==> src/verilog/ltssm_timer_pkg.sv <==
// constants and carrier types for lane order and training-state timers
package ltssm_timer_pkg;
    localparam int unsigned CLK_PERIOD_PS = 8000;
    localparam int unsigned LANES         = 4;
    localparam int unsigned LANE_W        = 10;

    // normal figures
    localparam longint unsigned LB_IDLE_WAIT_US    = 1000;
    localparam longint unsigned DETECT_QUIET_US    = 12000;
    localparam longint unsigned POLL_ACTIVE_US     = 24000;
    localparam longint unsigned POLL_CONFIG_US     = 48000;
    localparam longint unsigned CFG_IDLE_US        = 2000;
    localparam longint unsigned CPL_TIMEOUT_US     = 50000;
    localparam longint unsigned LB_MASTER_US       = 100000;
    localparam int unsigned     TS1_COUNT_NORMAL   = 1024;
    // simulation figures
    localparam longint unsigned LB_IDLE_WAIT_SIM_NS = 800;
    localparam longint unsigned DETECT_QUIET_SIM_NS = 800;
    localparam longint unsigned POLL_ACTIVE_SIM_NS  = 1600;
    localparam longint unsigned POLL_CONFIG_SIM_NS  = 3200;
    localparam longint unsigned CFG_IDLE_SIM_NS     = 1200;
    localparam longint unsigned CPL_TIMEOUT_SIM_NS  = 20000;
    localparam longint unsigned LB_MASTER_SIM_NS    = 4000;
    localparam int unsigned     TS1_COUNT_SIM       = 48;

    // least times round up to whole cycles
    function automatic int unsigned ns_to_cyc(input longint unsigned ns);
        longint unsigned c;
        c = (ns * 1000 + CLK_PERIOD_PS - 1) / CLK_PERIOD_PS;
        return (c < 1) ? 1 : int'(c);
    endfunction

    localparam int unsigned LB_IDLE_WAIT_CYC     = ns_to_cyc(LB_IDLE_WAIT_US * 1000);
    localparam int unsigned DETECT_QUIET_CYC     = ns_to_cyc(DETECT_QUIET_US * 1000);
    localparam int unsigned POLL_ACTIVE_CYC      = ns_to_cyc(POLL_ACTIVE_US * 1000);
    localparam int unsigned POLL_CONFIG_CYC      = ns_to_cyc(POLL_CONFIG_US * 1000);
    localparam int unsigned CFG_IDLE_CYC         = ns_to_cyc(CFG_IDLE_US * 1000);
    localparam int unsigned CPL_TIMEOUT_CYC      = ns_to_cyc(CPL_TIMEOUT_US * 1000);
    localparam int unsigned LB_MASTER_CYC        = ns_to_cyc(LB_MASTER_US * 1000);
    localparam int unsigned LB_IDLE_WAIT_SIM_CYC = ns_to_cyc(LB_IDLE_WAIT_SIM_NS);
    localparam int unsigned DETECT_QUIET_SIM_CYC = ns_to_cyc(DETECT_QUIET_SIM_NS);
    localparam int unsigned POLL_ACTIVE_SIM_CYC  = ns_to_cyc(POLL_ACTIVE_SIM_NS);
    localparam int unsigned POLL_CONFIG_SIM_CYC  = ns_to_cyc(POLL_CONFIG_SIM_NS);
    localparam int unsigned CFG_IDLE_SIM_CYC     = ns_to_cyc(CFG_IDLE_SIM_NS);
    localparam int unsigned CPL_TIMEOUT_SIM_CYC  = ns_to_cyc(CPL_TIMEOUT_SIM_NS);
    localparam int unsigned LB_MASTER_SIM_CYC    = ns_to_cyc(LB_MASTER_SIM_NS);

    localparam int unsigned CNT_W = 24;

    typedef enum logic [8:0] {
        ST_DETECT_QUIET  = 9'h001,
        ST_DETECT_ACTIVE = 9'h002,
        ST_POLL_ACTIVE   = 9'h004,
        ST_POLL_CONFIG   = 9'h008,
        ST_CFG_LINKWIDTH = 9'h010,
        ST_CFG_IDLE      = 9'h020,
        ST_L0            = 9'h040,
        ST_RCVRY_LOCK    = 9'h080,
        ST_RCVRY_CFG     = 9'h100
    } train_state_t;

    typedef struct packed {
        logic [LANES-1:0][LANE_W-1:0] data;
        logic [LANES-1:0]             valid;
    } lane_bus_t;

    typedef struct packed {
        logic rx_ts1;
        logic rx_ts2;
        logic rx_idle_set;
        logic rx_elec_idle;
        logic receiver_found;
        logic link_ok;
        logic retrain;
    } link_event_t;
endpackage

==> src/verilog/ltssm_timers_lanes.sv <==
// lane order mux and training-state timers of the link training logic
//
// Function
// - lane reverse input high attaches transceiver channels in reversed order.
// - reversed x4: channel 3 feeds lane 0, down to channel 0 lane 3.
// - reversal ignored in single-lane mode; chosen channel is only lane.
// - loopback slave waits 1 ms (800 ns sim) for electrical idle after idle set.
// - Polling.Active sends 1024 TS1 sets, 48 in simulation.
// - loopback master timeout 100 ms, 4000 ns in simulation.
// - state exit timers 12, 24, 48 and 2 ms per training state.
// - simulation shortens timers to 800, 1600, 3200, 1200 ns and 20 us.
// - late configuration still trains: Detect, then follow partner to Polling.
`timescale 1ns/1ns
module ltssm_timers_lanes
    import ltssm_timer_pkg::*;
#(
    parameter bit SIMULATE = 1'b0
) (
    input  wire logic        clock_i,
    input  wire logic        resetn_i,
    input  wire logic        flip_lanes_i,
    input  wire logic        single_lane_i,
    input  wire logic [1:0]  single_chan_i,
    input  wire lane_bus_t   serdes_rx_i,
    input  wire link_event_t link_event_i,
    input  wire logic        ts1_sent_i,
    input  wire logic        lb_slave_start_i,
    input  wire logic        lb_master_start_i,
    input  wire logic        cpl_pending_i,
    output lane_bus_t        lane_rx_o,
    output train_state_t     state_o,
    output logic             lb_idle_timeout_o,
    output logic             lb_master_timeout_o,
    output logic             cpl_timeout_o
);

    logic rst_meta_q;
    logic rst_sync_q;

    always_ff @(posedge clock_i or negedge resetn_i) begin
        if (!resetn_i) begin
            rst_meta_q <= 1'b0;
            rst_sync_q <= 1'b0;
        end else begin
            rst_meta_q <= 1'b1;
            rst_sync_q <= rst_meta_q;
        end
    end

    ////////////////////////////////////////////////////////////////////////////
    // lane order

    // single-lane selection overrides reversal, so a stray flip strap is harmless there
    function automatic logic [1:0] src_chan(input logic [1:0] lane, input logic flip,
                                            input logic single, input logic [1:0] sel);
        return single ? sel : (flip ? 2'h3 - lane : lane);
    endfunction

    genvar gl;
    generate
        for (gl = 0; gl < LANES; gl++) begin : g_lane
            always_ff @(posedge clock_i or negedge rst_sync_q) begin
                if (!rst_sync_q) begin
                    lane_rx_o.data[gl]  <= '0;
                    lane_rx_o.valid[gl] <= 1'b0;
                end else if (single_lane_i && gl != 0) begin
                    lane_rx_o.data[gl]  <= '0;
                    lane_rx_o.valid[gl] <= 1'b0;
                end else begin
                    lane_rx_o.data[gl]  <= serdes_rx_i.data[src_chan(2'(gl), flip_lanes_i,
                                            single_lane_i, single_chan_i)];
                    lane_rx_o.valid[gl] <= serdes_rx_i.valid[src_chan(2'(gl), flip_lanes_i,
                                            single_lane_i, single_chan_i)];
                end
            end
        end
    endgenerate

    ////////////////////////////////////////////////////////////////////////////
    // timer limits, chosen once by the simulation option

    localparam logic [CNT_W-1:0] LIM_QUIET  = CNT_W'(SIMULATE ? DETECT_QUIET_SIM_CYC
                                                               : DETECT_QUIET_CYC);
    localparam logic [CNT_W-1:0] LIM_24     = CNT_W'(SIMULATE ? POLL_ACTIVE_SIM_CYC
                                                               : POLL_ACTIVE_CYC);
    localparam logic [CNT_W-1:0] LIM_48     = CNT_W'(SIMULATE ? POLL_CONFIG_SIM_CYC
                                                               : POLL_CONFIG_CYC);
    localparam logic [CNT_W-1:0] LIM_IDLE   = CNT_W'(SIMULATE ? CFG_IDLE_SIM_CYC
                                                               : CFG_IDLE_CYC);
    localparam logic [CNT_W-1:0] LIM_CPL    = CNT_W'(SIMULATE ? CPL_TIMEOUT_SIM_CYC
                                                               : CPL_TIMEOUT_CYC);
    localparam logic [CNT_W-1:0] LIM_LBM    = CNT_W'(SIMULATE ? LB_MASTER_SIM_CYC
                                                               : LB_MASTER_CYC);
    localparam logic [CNT_W-1:0] LIM_LBS    = CNT_W'(SIMULATE ? LB_IDLE_WAIT_SIM_CYC
                                                               : LB_IDLE_WAIT_CYC);
    localparam logic [10:0]      LIM_TS1    = 11'(SIMULATE ? TS1_COUNT_SIM
                                                           : TS1_COUNT_NORMAL);

    ////////////////////////////////////////////////////////////////////////////
    // training state machine

    train_state_t     state_q;
    train_state_t     state_d;
    logic [CNT_W-1:0] state_timer_q;
    logic [CNT_W-1:0] state_limit;
    logic [10:0]      polling_training_set_count_q;
    logic             timer_done;

    always_comb begin
        case (state_q)
            ST_DETECT_QUIET:  state_limit = LIM_QUIET;
            ST_POLL_ACTIVE,
            ST_CFG_LINKWIDTH,
            ST_RCVRY_LOCK:    state_limit = LIM_24;
            ST_POLL_CONFIG,
            ST_RCVRY_CFG:     state_limit = LIM_48;
            ST_CFG_IDLE:      state_limit = LIM_IDLE;
            default:          state_limit = '1;
        endcase
    end

    assign timer_done = (state_timer_q >= state_limit - 1'b1);

    always_comb begin
        state_d = state_q;
        case (state_q)
            ST_DETECT_QUIET: if (!link_event_i.rx_elec_idle || timer_done) begin
                state_d = ST_DETECT_ACTIVE;
            end
            // a late-configured core still finds the partner here
            ST_DETECT_ACTIVE: state_d = link_event_i.receiver_found ? ST_POLL_ACTIVE
                                            : ST_DETECT_QUIET;
            ST_POLL_ACTIVE: if (polling_training_set_count_q >= LIM_TS1 &&
                                (link_event_i.rx_ts1 || link_event_i.rx_ts2)) begin
                state_d = ST_POLL_CONFIG;
            end else if (timer_done) begin
                state_d = ST_DETECT_QUIET;
            end
            ST_POLL_CONFIG: if (link_event_i.rx_ts2) begin
                state_d = ST_CFG_LINKWIDTH;
            end else if (timer_done) begin
                state_d = ST_DETECT_QUIET;
            end
            ST_CFG_LINKWIDTH: if (link_event_i.link_ok) begin
                state_d = ST_CFG_IDLE;
            end else if (timer_done) begin
                state_d = ST_DETECT_QUIET;
            end
            ST_CFG_IDLE, ST_RCVRY_CFG: if (link_event_i.rx_idle_set) begin
                state_d = ST_L0;
            end else if (timer_done) begin
                state_d = ST_DETECT_QUIET;
            end
            ST_L0: if (link_event_i.retrain) begin
                state_d = ST_RCVRY_LOCK;
            end
            ST_RCVRY_LOCK: if (link_event_i.rx_ts1 || link_event_i.rx_ts2) begin
                state_d = ST_RCVRY_CFG;
            end else if (timer_done) begin
                state_d = ST_DETECT_QUIET;
            end
            default: state_d = ST_DETECT_QUIET;
        endcase
    end

    always_ff @(posedge clock_i or negedge rst_sync_q) begin
        if (!rst_sync_q) begin
            state_q <= ST_DETECT_QUIET;
        end else begin
            state_q <= state_d;
        end
    end

    // timer cleared on every state change so each state gets its full time
    always_ff @(posedge clock_i or negedge rst_sync_q) begin
        if (!rst_sync_q) begin
            state_timer_q <= '0;
        end else if (state_d != state_q) begin
            state_timer_q <= '0;
        end else if (!timer_done) begin
            state_timer_q <= state_timer_q + 1'b1;
        end
    end

    always_ff @(posedge clock_i or negedge rst_sync_q) begin
        if (!rst_sync_q) begin
            polling_training_set_count_q <= '0;
        end else if (state_q != ST_POLL_ACTIVE) begin
            polling_training_set_count_q <= '0;
        end else if (ts1_sent_i && polling_training_set_count_q < LIM_TS1) begin
            polling_training_set_count_q <= polling_training_set_count_q + 1'b1;
        end
    end

    assign state_o = state_q;

    ////////////////////////////////////////////////////////////////////////////
    // loopback and completion timers

    logic [CNT_W-1:0] loopback_idle_wait_timer_q;
    logic [CNT_W-1:0] loopback_master_timer_q;
    logic [CNT_W-1:0] completion_timeout_timer_q;
    logic             lbs_run_q;
    logic             lbm_run_q;

    always_ff @(posedge clock_i or negedge rst_sync_q) begin
        if (!rst_sync_q) begin
            lbs_run_q                  <= 1'b0;
            loopback_idle_wait_timer_q <= '0;
            lb_idle_timeout_o          <= 1'b0;
        end else if (lb_slave_start_i) begin
            lbs_run_q                  <= 1'b1;
            loopback_idle_wait_timer_q <= '0;
            lb_idle_timeout_o          <= 1'b0;
        end else if (lbs_run_q) begin
            if (link_event_i.rx_elec_idle || loopback_idle_wait_timer_q == LIM_LBS - 1'b1) begin
                lbs_run_q         <= 1'b0;
                lb_idle_timeout_o <= 1'b1;
            end else begin
                loopback_idle_wait_timer_q <= loopback_idle_wait_timer_q + 1'b1;
            end
        end else begin
            lb_idle_timeout_o <= 1'b0;
        end
    end

    always_ff @(posedge clock_i or negedge rst_sync_q) begin
        if (!rst_sync_q) begin
            lbm_run_q               <= 1'b0;
            loopback_master_timer_q <= '0;
            lb_master_timeout_o     <= 1'b0;
        end else if (lb_master_start_i) begin
            lbm_run_q               <= 1'b1;
            loopback_master_timer_q <= '0;
            lb_master_timeout_o     <= 1'b0;
        end else if (lbm_run_q && loopback_master_timer_q == LIM_LBM - 1'b1) begin
            lbm_run_q           <= 1'b0;
            lb_master_timeout_o <= 1'b1;
        end else begin
            loopback_master_timer_q <= lbm_run_q ? loopback_master_timer_q + 1'b1 : '0;
            lb_master_timeout_o     <= 1'b0;
        end
    end

    always_ff @(posedge clock_i or negedge rst_sync_q) begin
        if (!rst_sync_q) begin
            completion_timeout_timer_q <= '0;
            cpl_timeout_o              <= 1'b0;
        end else if (!cpl_pending_i) begin
            completion_timeout_timer_q <= '0;
            cpl_timeout_o              <= 1'b0;
        end else if (completion_timeout_timer_q == LIM_CPL - 1'b1) begin
            cpl_timeout_o <= 1'b1;
        end else begin
            completion_timeout_timer_q <= completion_timeout_timer_q + 1'b1;
        end
    end

    ////////////////////////////////////////////////////////////////////////////
    // checks

    AST_REVERSE_ORDER: assert property (@(posedge clock_i) disable iff (!rst_sync_q)
        (flip_lanes_i && !single_lane_i) |=> lane_rx_o.data[0] == $past(serdes_rx_i.data[3]))
        else $error("reversed lane 0 not fed from channel 3");
    AST_STRAIGHT_ORDER: assert property (@(posedge clock_i) disable iff (!rst_sync_q)
        (!flip_lanes_i && !single_lane_i) |=> lane_rx_o.data[3] == $past(serdes_rx_i.data[3]))
        else $error("straight lane 3 not fed from channel 3");
    AST_SINGLE_LANE: assert property (@(posedge clock_i) disable iff (!rst_sync_q)
        single_lane_i |=> !lane_rx_o.valid[1] && !lane_rx_o.valid[3])
        else $error("upper lanes active in single-lane mode");
    AST_TIMER_RESTART: assert property (@(posedge clock_i) disable iff (!rst_sync_q)
        (state_q != $past(state_q)) |-> state_timer_q == '0)
        else $error("state timer not restarted on entry");
    AST_QUIET_EXIT: assert property (@(posedge clock_i) disable iff (!rst_sync_q)
        (state_q == ST_DETECT_QUIET && state_timer_q < LIM_QUIET - 1'b1
         && link_event_i.rx_elec_idle) |=> state_q == ST_DETECT_QUIET)
        else $error("detect quiet left early");
    AST_TS1_GATE: assert property (@(posedge clock_i) disable iff (!rst_sync_q)
        (state_q == ST_POLL_ACTIVE && state_d == ST_POLL_CONFIG)
        |-> polling_training_set_count_q >= LIM_TS1)
        else $error("polling left before all training sets sent");
    AST_DETECT_TO_POLL: assert property (@(posedge clock_i) disable iff (!rst_sync_q)
        (state_q == ST_DETECT_ACTIVE && link_event_i.receiver_found)
        |=> state_q == ST_POLL_ACTIVE)
        else $error("partner found but polling not entered");
    AST_LBM_TIMEOUT: assert property (@(posedge clock_i) disable iff (!rst_sync_q)
        $rose(lb_master_timeout_o) |-> loopback_master_timer_q == LIM_LBM - 1'b1)
        else $error("loopback master timeout at wrong count");
    AST_LBS_TIMEOUT: assert property (@(posedge clock_i) disable iff (!rst_sync_q)
        $rose(lb_idle_timeout_o) |-> $past(lbs_run_q))
        else $error("loopback idle wait ended without running");

endmodule

==> config.mk <==
export PLATFORM = sky130hd
export DESIGN_NAME = ltssm_timers_lanes
export DESIGN_NICKNAME = d
export VERILOG_FILES = /design/src/verilog/ltssm_timer_pkg.sv /design/src/verilog/ltssm_timers_lanes.sv
export SDC_FILE = /design/constraint.sdc
export NUM_CORES = 1
export LEC_CHECK = 0
export ABC_AREA = 0
export ABC_CLOCK_PERIOD_IN_PS = 11550
export BUFFER_PORTS_ARGS = -buffer_cell sky130_fd_sc_hd__buf_4
export CAP_MARGIN = 20
export CORE_MARGIN = 4
export CORE_UTILIZATION = 45
export CTS_CLUSTER_SIZE = 25
export DETAILED_ROUTE_END_ITERATION = 10
export PLACE_DENSITY = 0.73
export RECOVER_POWER = 25
export SETUP_SLACK_MARGIN = 0.05
export SYNTH_ARGS = -nofsm -noshare
export SYNTH_HDL_FRONTEND = slang
export SYNTH_SLANG_ARGS = --single-unit
==> constraint.sdc <==
create_clock -name clock_i -period 11.55 [get_ports clock_i]
set_input_delay 1.155 -clock clock_i [delete_from_list [all_inputs] [get_ports clock_i]]
set_output_delay 1.155 -clock clock_i [all_outputs]
set_load 0.02 [all_outputs]
==> results.toml, run 1 <==
[run_status]
run_status = "finished, violations left"
failed_checks = "capacitance limit, slew limit"

[cells_and_area]
drive_above_1_share = 0.160
diodes = 0
finalCoreUtilization = 0.544
layout.nets = 1127
design_area_um2 = 10600
area.growth.synth_to_final_pct = 19.1
fillerInstances = 1778

[synthesis]
syn-mean-instance-area_um2 = 9.44
synth.cell_area_um2 = 8870
postSynthCellCount = 939
synth_seq_area_share = 0.471
synth_cell_types = 65
synth_enable_flop_cells = 0
netlist_top_cells_area = "dfrtp_1 47%, nor2_1 5.2%, xor2_1 4.1%"
synthesized_net_count = 1026
synth_warnings = 0
synth_top_area_share = 0.468
synth_ff_type = "dfrtp_1"
synth_async_reset_ratio = 1.00
synth-seq-cells = 167
cell_type_with_the_largest_total_area_after_synthesis = "dfrtp_1"

[timing]
grt_setup_unrepaired = "no"
post-route-min-period_ns = 5.27
fmax_mhz = 190
worst_hold_slack_ns = 0.355
hold_viol = 0
slew-limit-headroom = -1.38
clock_skew_ns = 0.0107
fin_crit_sh = 0.457
finalSetupViolations = 0
final.setup.tns_ns = 0
final_max_slew_viol_count = 149
max_slew.worst_pin.slew_ns = 3.58

[placement]
detailed_place.area_um2 = 9980
dp_hpwl_um = 14300
io_buffer_count = 116
gp_congestion = 0.859

[routing]
aggregate_routed_wire_length_um = 20300
post_drt_wl_per_cell_um = 15.4
ant_nets = 0
route.vias.total = 7200
drtIter0Drc = 361
first_pass_iters = 5
remaining_design_rule_violation_count = 0
vias_per_cell = 5.47

[floorplanning]
die_footprint_um2 = 22000
die_x_um = 148
fp.dieH_um = 148
rows = 51
top_level_port_count = 117
initial_util = 0.457
core_area_um2 = 19400

[global_routing]
grt_pass1_vias = 7246
grt_max_degree = 68
antenna_found_initial = 0
grt_first_pass_wirelength_um = 35000
track_usage = 0.192
overflow = 0

[worst_setup_path]
path_cells = "nor4_2 -> nand2_1 -> nor3_1 -> buf_4 -> or3_1 -> ha_1 -> a41oi_1 -> o21ai_0 -> a221o_1 -> or4_1 -> a211o_1 -> a2111o_1 -> nor3_2"
critPathMaxStageDelay_ns = 0.77
worst-r2r-cell-count = 13
setup.worst_path.end = "state_timer_q[8]"
critical_path.reg2reg.endpoint = "state_timer_q[8]"
worst_ep_required_time_ns = 11.89
timing.critical_path.fanout_max = 24
cpMaxStageDelayCell = "a2111o_1"
critPathCaptureType = "register"
cp.arrival_ns = 5.61
worst_setup_sp_type = "register"
startpoint = "state_o[5]"
timing.setup.critical_path_class = "reg -> reg"
r2r_setup_slack_ns = 6.28
timing.rr.start = "state_o[5]"

[clock_network]
clkSinkCount = 167
worstSkewPairLatency_ns = 0.42
hold_buffers = 0
tritoncts = "built"
path_clk_slew_ns = 0.07
clockRootBuffer = "clkbuf_16"
cts_made_buffers = 17
cts-resized-gates = 0
htree_levels = 4
postCtsSetupRepairBufs = 0
clockBufferDepth = 2

[power_and_ir_drop]
vdd_drop_max_mv = 0.0758
power.static_leakage_uw = 0.00486
power-per-cell-area_nw_per_um2 = 141

[job]
drv.max_cap_violation_count = 3

[hold_path]
worstHoldPathType = "reg -> reg"
hold_path_startpoint = "rst_meta_q"
==> sequential cells by signal, indices dropped and copies added, names as in the netlist, 9 cells and up <==
signal	flops
lane_rx_o	44
polling_training_set_count_q	11
state_timer_q	24
loopback_master_timer_q	24
state_o	9
completion_timeout_timer_q	24
loopback_idle_wait_timer_q	24
==> critical path: cells and delay by family, from the launching register on <==
family                   cells  cell delay, ns
AO/OA/AOI/OAI                5            1.77
adder cells (fa/ha/maj)      1            0.23
buffers and inverters        1            0.28
AND/OR/NAND/NOR              6            2.36
flip-flops                   1            0.55
==> worst min path at each step <==
stage / depth (start not counted) / end
after floorplan: 0 / rst_sync_q
after global placement: 0 / rst_sync_q
after detailed placement: 0 / rst_sync_q
after CTS: 0 / lane_rx_o[5]
after global routing: 0 / rst_sync_q
final: 0 / rst_sync_q
==> layout make-up <==
cell class,instances,area [µm²],share of cell area
clock inverters,12,144,0.0136
clock buffers,19,453,0.0429
repair buffers,123,912,0.0864
inverters,24,90.1,0.00853
well taps,265,332,0.0314
multi-input cells,707,4450,0.421
flip-flops and latches,167,4180,0.396
==> cell usage after synthesis, types with 9 or more instances <==
master    instances
ha_1             26
nor3_1           26
nand3_1          35
or3_1            13
a211oi_1         11
nor2b_1           9
xnor2_1          39
inv_1            24
and2_1           37
o21ai_0          36
dfrtp_1         166
nor4_1           14
a31oi_1          14
and3_1           24
nor2_1          123
clkbuf_1         36
nand2_1          78
mux2i_1          36
a21oi_1          32
xor2_1           42
nand4_1          32
==> logic make-up (layout without fill, tap and decap cells) <==
group,after synthesis,count (layout),synth area share
and+or+nand+nor,431,431,0.248
DFF,167,167,0.471
AOI/OAI and AO/OA,131,131,0.0945
xor gates and xnor gates,81,81,0.0800
buffers and inverters,65,178,0.0282
muxes,36,36,0.0406
adders and majority gates,26,26,0.0367
other,2,2,0.000847
==> per-stage QoR <==
stage / setup slack, ns / cells / total power (µW)
final: 6.28 / 1317 / 1490
after global routing: 5.34 / 1317 / 1570
after CTS: 6.30 / 1317 / 1510
after detailed placement: 6.31 / 1286 / 927
after global placement: 6.06 / 1285 / 922
after floorplan: 6.55 / 939 / 835
==> routing by layer <==
metal	GRT usage	wire [µm]	up-vias
met2	0.318	9810	180
met4	0.0467	251	0
met3	0.0643	1330	25
li1	-	-	3502
met1	0.245	8950	3493
met5	0	0	-
==> where the power goes <==
| part | internal [µW] | leakage (µW) | switching, µW |
|---|---|---|---|
| combinational | 109 | 0.00233 | 174 |
| clock | 333 | 0.000293 | 238 |
| sequential | 609 | 0.00224 | 25.7 |
==> cells in the final DEF (no fill, tap or decap), types with 30 or more instances in the layout <==
master,Yosys,final
and2_1,37,30
nand2_1,78,78
o21ai_0,36,36
buf_4,1,120
xor2_1,42,42
xnor2_1,39,39
dfrtp_1,166,166
a21oi_1,32,32
nor2_1,123,123
mux2i_1,36,36
nand3_1,35,35
nand4_1,32,32
Note: power is estimated with default switching activity, not from simulation.
==> inputs of run 2 (changes only) <==
--- a/config.mk
+++ b/config.mk
@@ -6,7 +6,7 @@
 export NUM_CORES = 1
 export LEC_CHECK = 0
 export ABC_AREA = 0
-export ABC_CLOCK_PERIOD_IN_PS = 11550
+export ABC_CLOCK_PERIOD_IN_PS = 5200
 export BUFFER_PORTS_ARGS = -buffer_cell sky130_fd_sc_hd__buf_4
 export CAP_MARGIN = 20
 export CORE_MARGIN = 4
==> constraint.sdc (replaced) <==
create_clock -name clock_i -period 5.2 [get_ports clock_i]
set_input_delay 0.52 -clock clock_i [delete_from_list [all_inputs] [get_ports clock_i]]
set_output_delay 0.52 -clock clock_i [all_outputs]
set_load 0.02 [all_outputs]
==> results.toml, run 2 (synthesis gave the netlist of run 1 again) <==
[run_status]
run_status = "finished, violations left"
failed_checks = "capacitance limit, slew limit"

[cells_and_area]
area_taken_by_flip_flops_and_latches_um2 = 4180
drive_above_1_share = 0.164
fillerInstances = 1815
largest_register_ff_count = 44
layout_commonest_cell = "dfrtp_1"
multi_input_comb_area_um2 = 4450
final_cell_mix = "165 x dfrtp_1, 123 x nor2_1, 123 x buf_4"
layout.nets = 1131
area.growth.synth_to_final_pct = 19.2
diodes = 0

[floorplanning]
initial_util = 0.457
fp.dieH_um = 148
rows = 51
die_footprint_um2 = 22000
die_x_um = 148
top_level_port_count = 117
core_area_um2 = 19400

[clock_network]
path_clk_slew_ns = 0.06
clockRootBuffer = "clkbuf_16"
cts_made_buffers = 17
clockBufferDepth = 2
htree_levels = 4
hold_buffers = 1
cts-resized-gates = 0
worstSkewPairLatency_ns = 0.42
postCtsSetupRepairBufs = 0
tritoncts = "built"
clkSinkCount = 167

[timing]
slew-limit-headroom = -1.66
final.setup.tns_ns = 0
fmax_mhz = 220
fin_crit_sh = 0.874
worst_hold_slack_ns = 0.294
max_slew.worst_pin.slew_ns = 3.99
final_max_slew_viol_count = 201
finalSetupViolations = 0
grt_setup_unrepaired = "no"
clock_skew_ns = 0.0106
post-route-min-period_ns = 4.55
hold_viol = 0

[routing]
post_drt_wl_per_cell_um = 15.1
aggregate_routed_wire_length_um = 20000
vias_per_cell = 5.39
remaining_design_rule_violation_count = 0
drtIter0Drc = 472
first_pass_iters = 5
ant_nets = 0
route.vias.total = 7132

[placement]
gp_congestion = 0.853
dp_hpwl_um = 14100
io_buffer_count = 116

[global_routing]
grt_pass1_vias = 7171
grt_first_pass_wirelength_um = 34800
grt_max_degree = 166
antenna_found_initial = 0
overflow = 0
track_usage = 0.190

[power_and_ir_drop]
power-per-cell-area_nw_per_um2 = 310
power.static_leakage_uw = 0.00488
vdd_drop_max_mv = 0.220

[worst_setup_path]
worst_path_dominant_cell_family = "compound AO/OA/AOI/OAI gates"
cpMaxStageDelayCell = "a2111o_1"
worst_setup_sp_type = "register"
worst_ep_required_time_ns = 5.54
cp.arrival_ns = 4.88
path_cells = "nor2_1 -> a22oi_1 -> a2bb2oi_1 -> buf_4 -> nor3_1 -> ha_1 -> a211oi_2 -> nor2_1 -> o311a_1 -> or4_1 -> a211o_1 -> a2111o_1 -> nor3_1"
critPathCaptureType = "register"
timing.setup.critical_path_class = "reg -> reg"
timing.critical_path.fanout_max = 24
timing.critical_path.buf_inv = 1
critPathMaxStageDelay_ns = 0.74

[hold_path]
worstHoldPathType = "in -> reg"

[job]
drv.max_cap_violation_count = 2
## run 2: changes by cell type in the layout (fill, tap and decap cells not counted), sizes merged
cell,delta
inv,+1
clkbuf,+1
clkinv,-1
clkinvlp,+1
dlygate4sd3,+1
bufinv,-1
buf,+3
## run 2: power by group
group	switching, µW	internal [µW]	leakage (µW)
Clock	541	691	0.000279
Combinational	389	250	0.00235
Sequential	48.9	1350	0.00224
## run 2: layer usage
| metal | vias to the layer above | wire, µm | track usage |
|---|---|---|---|
| met3 | 16 | 1480 | 0.0612 |
| met2 | 195 | 9500 | 0.310 |
| met1 | 3416 | 8860 | 0.246 |
| met4 | 0 | 189 | 0.0517 |
| li1 | 3505 | - | - |
| met5 | - | 0 | 0 |
## run 2: area by class of cell
cell class                 count  share of cell area
clock buffer                  20              0.0432
clock inverter                12              0.0109
inverter                      24             0.00852
multi-input combinational    707               0.421
sequential                   167               0.396
tap                          265              0.0314
timing repair buffer         127              0.0895
## run 2: worst paths after layout
kind	start	end	slack, ns	cells after the start
worst max-delay path	state_o[3]	state_timer_q[1]	0.65	13
worst min-delay path	lb_master_start_i	lbm_run_q	0.29	2
worst max register to register	state_o[3]	state_timer_q[1]	0.65	13
worst min register to register	rst_meta_q	rst_sync_q	0.36	0
max in group asynchronous	rst_sync_q	loopback_master_timer_q[6]	1.13	1
min in group asynchronous	resetn_i	rst_meta_q	0.41	2
## run 2: stage by stage
stage                     power, µW  instance area, µm²   util  instances  setup slack, ns
after global placement         2060               10000  0.516       1289            0.744
final                          3270               10600  0.545       1322            0.654
after CTS                      3320               10600  0.546       1322            0.623
after floorplan                1850                8870      -        939            0.204
after detailed placement       2070               10000  0.516       1289            0.637
after global routing           3450               10600  0.545       1322            0.202
==> inputs of run 3 (changes only) <==
--- a/config.mk
+++ b/config.mk
@@ -9,10 +9,11 @@
 export ABC_CLOCK_PERIOD_IN_PS = 5200
 export BUFFER_PORTS_ARGS = -buffer_cell sky130_fd_sc_hd__buf_4
 export CAP_MARGIN = 20
-export CORE_MARGIN = 4
+export CORE_MARGIN = 2
 export CORE_UTILIZATION = 45
 export CTS_CLUSTER_SIZE = 25
 export DETAILED_ROUTE_END_ITERATION = 10
+export GPL_TIMING_DRIVEN = 1
 export PLACE_DENSITY = 0.73
 export RECOVER_POWER = 25
 export SETUP_SLACK_MARGIN = 0.05
==> constraint.sdc (replaced) <==
create_clock -name clock_i -period 5.2 [get_ports clock_i]
set_input_delay 0.78 -clock clock_i [delete_from_list [all_inputs] [get_ports clock_i]]
set_output_delay 0.78 -clock clock_i [all_outputs]
set_load 0.02 [all_outputs]
==> results.toml, run 3 (synthesis gave the netlist of run 1 again) <==
[global_routing]
grt_pass1_vias = 6846
grt_max_degree = 166
overflow = 0
track_usage = 0.202
grt_first_pass_wirelength_um = 33700
antenna_found_initial = 0

[routing]
ant_nets = 0
remaining_design_rule_violation_count = 0
post_drt_wl_per_cell_um = 15.0
first_pass_iters = 4
drtIter0Drc = 382
aggregate_routed_wire_length_um = 19900
route.vias.total = 7204
vias_per_cell = 5.45

[placement]
gp_congestion = 0.906
io_buffer_count = 116
dp_hpwl_um = 13600

[cells_and_area]
area_taken_by_flip_flops_and_latches_um2 = 4180
diodes = 0
layout.nets = 1130
layout_commonest_cell = "dfrtp_1"
drive_above_1_share = 0.165
area.growth.synth_to_final_pct = 19.9
fillerInstances = 1729
largest_register_ff_count = 44
final_cell_mix = "165 x dfrtp_1, 123 x nor2_1, 123 x buf_4"
multi_input_comb_area_um2 = 4450

[clock_network]
cts-resized-gates = 0
worstSkewPairLatency_ns = 0.43
path_clk_slew_ns = 0.07
hold_buffers = 0
clockBufferDepth = 2
postCtsSetupRepairBufs = 0
clockRootBuffer = "clkbuf_16"
cts_made_buffers = 17
htree_levels = 4
tritoncts = "built"
clkSinkCount = 167

[worst_setup_path]
worst-r2r-cell-count = 13
cpMaxStageDelayCell = "a2111o_1"
worst_ep_required_time_ns = 5.53
cp.arrival_ns = 4.91
timing.rr.start = "state_o[3]"
critPathMaxStageDelay_ns = 0.76
r2r_setup_slack_ns = 0.62
critPathCaptureType = "register"
critical_path.reg2reg.endpoint = "state_timer_q[4]"
worst_setup_sp_type = "register"
timing.critical_path.fanout_max = 24
path_cells = "nor2_1 -> nand4b_1 -> nor3b_1 -> buf_4 -> or3_1 -> ha_1 -> a41oi_1 -> o21ai_0 -> a221o_1 -> or4_1 -> a211o_1 -> a2111o_1 -> nor3_1"
timing.setup.critical_path_class = "reg -> reg"

[timing]
slew-limit-headroom = -1.70
fin_crit_sh = 0.880
fmax_mhz = 218
final.setup.tns_ns = 0
final_max_slew_viol_count = 201
grt_setup_unrepaired = "no"
clock_skew_ns = 0.0147
post-route-min-period_ns = 4.58
max_slew.worst_pin.slew_ns = 4.04
hold_viol = 0
finalSetupViolations = 0

[floorplanning]
core_area_um2 = 19400
initial_util = 0.457
fp.dieH_um = 144
die_x_um = 144
die_footprint_um2 = 20800
top_level_port_count = 117
rows = 51

[power_and_ir_drop]
power-per-cell-area_nw_per_um2 = 323
vdd_drop_max_mv = 0.232
post-layout-total-power_uw = 3430
power.static_leakage_uw = 0.00490

[run_status]
failed_checks = "capacitance limit, slew limit"
run_status = "finished, violations left"

[job]
drv.max_cap_violation_count = 2

[hold_path]
worstHoldPathType = "in -> async"
-- run 3: cell count changes in the layout (fill, tap and decap cells not counted), sizes merged --
cell | previous run | this run
inv | 28 | 29
clkinvlp | 2 | 3
clkbuf | 23 | 20
clkinv | 5 | 3
dlygate4sd3 | 1 | 0
bufinv | 1 | 4
-- run 3: worst max-delay path by stage --
| stage | start | end | slack, ns |
|---|---|---|---|
| floorplan | rst_sync_q | completion_timeout_timer_q[0] | 0.20 |
| global placement | state_o[3] | state_timer_q[1] | 0.75 |
| detailed placement | state_o[3] | state_timer_q[2] | 0.66 |
| CTS | state_o[5] | state_timer_q[2] | 0.63 |
| global route | rst_sync_q | polling_training_set_count_q[9] | 0.14 |
| finish | state_o[3] | state_timer_q[4] | 0.62 |
-- run 3: worst max-delay path: cells and delay by family (launching register included) --
family | cells | cell delay, ns
adders and majority gates | 1 | 0.25
buffers and inverters | 1 | 0.19
and+or+nand+nor | 6 | 1.74
DFF | 1 | 0.52
AOI/OAI and AO/OA | 5 | 1.77
-- run 3: layer usage --
metal | wire, µm | vias to the layer above | part of all wire | global-route usage
li1 | - | 3508 | - | -
met1 | 9170 | 3482 | 0.46 | 0.272
met2 | 9100 | 195 | 0.46 | 0.317
met3 | 1370 | 19 | 0.069 | 0.0656
met4 | 221 | 0 | 0.011 | 0.0537
met5 | 0 | - | 0 | 0
-- run 3: final cells by class --
| cell class | instances | share of cell area |
|---|---|---|
| multi-input cells | 707 | 0.418 |
| flip-flops and latches | 167 | 0.394 |
| repair buffers | 126 | 0.0880 |
| clock buffers | 17 | 0.0400 |
| well taps | 265 | 0.0312 |
| clock inverters | 15 | 0.0204 |
| inverters | 24 | 0.00847 |
-- run 3: through the flow --
| stage | instances | utilization | cell area, µm² | hold slack [ns] | setup slack [ns] |
|---|---|---|---|---|---|
| finish | 1321 | 0.548 | 10600 | 0.131 | 0.622 |
| detailed placement | 1289 | 0.516 | 10000 | 0.341 | 0.659 |
| CTS | 1321 | 0.549 | 10700 | 0.108 | 0.628 |
| floorplan | 939 | - | 8870 | 0.331 | 0.204 |
| global placement | 1289 | 0.516 | 10000 | 0.334 | 0.748 |
| global route | 1321 | 0.548 | 10600 | 0.113 | 0.142 |
-- run 3: power breakdown --
group	switching [µW]	total [µW]	internal, µW
Sequential	48.0	1400	1350
Clock	566	1380	818
Combinational	399	650	251
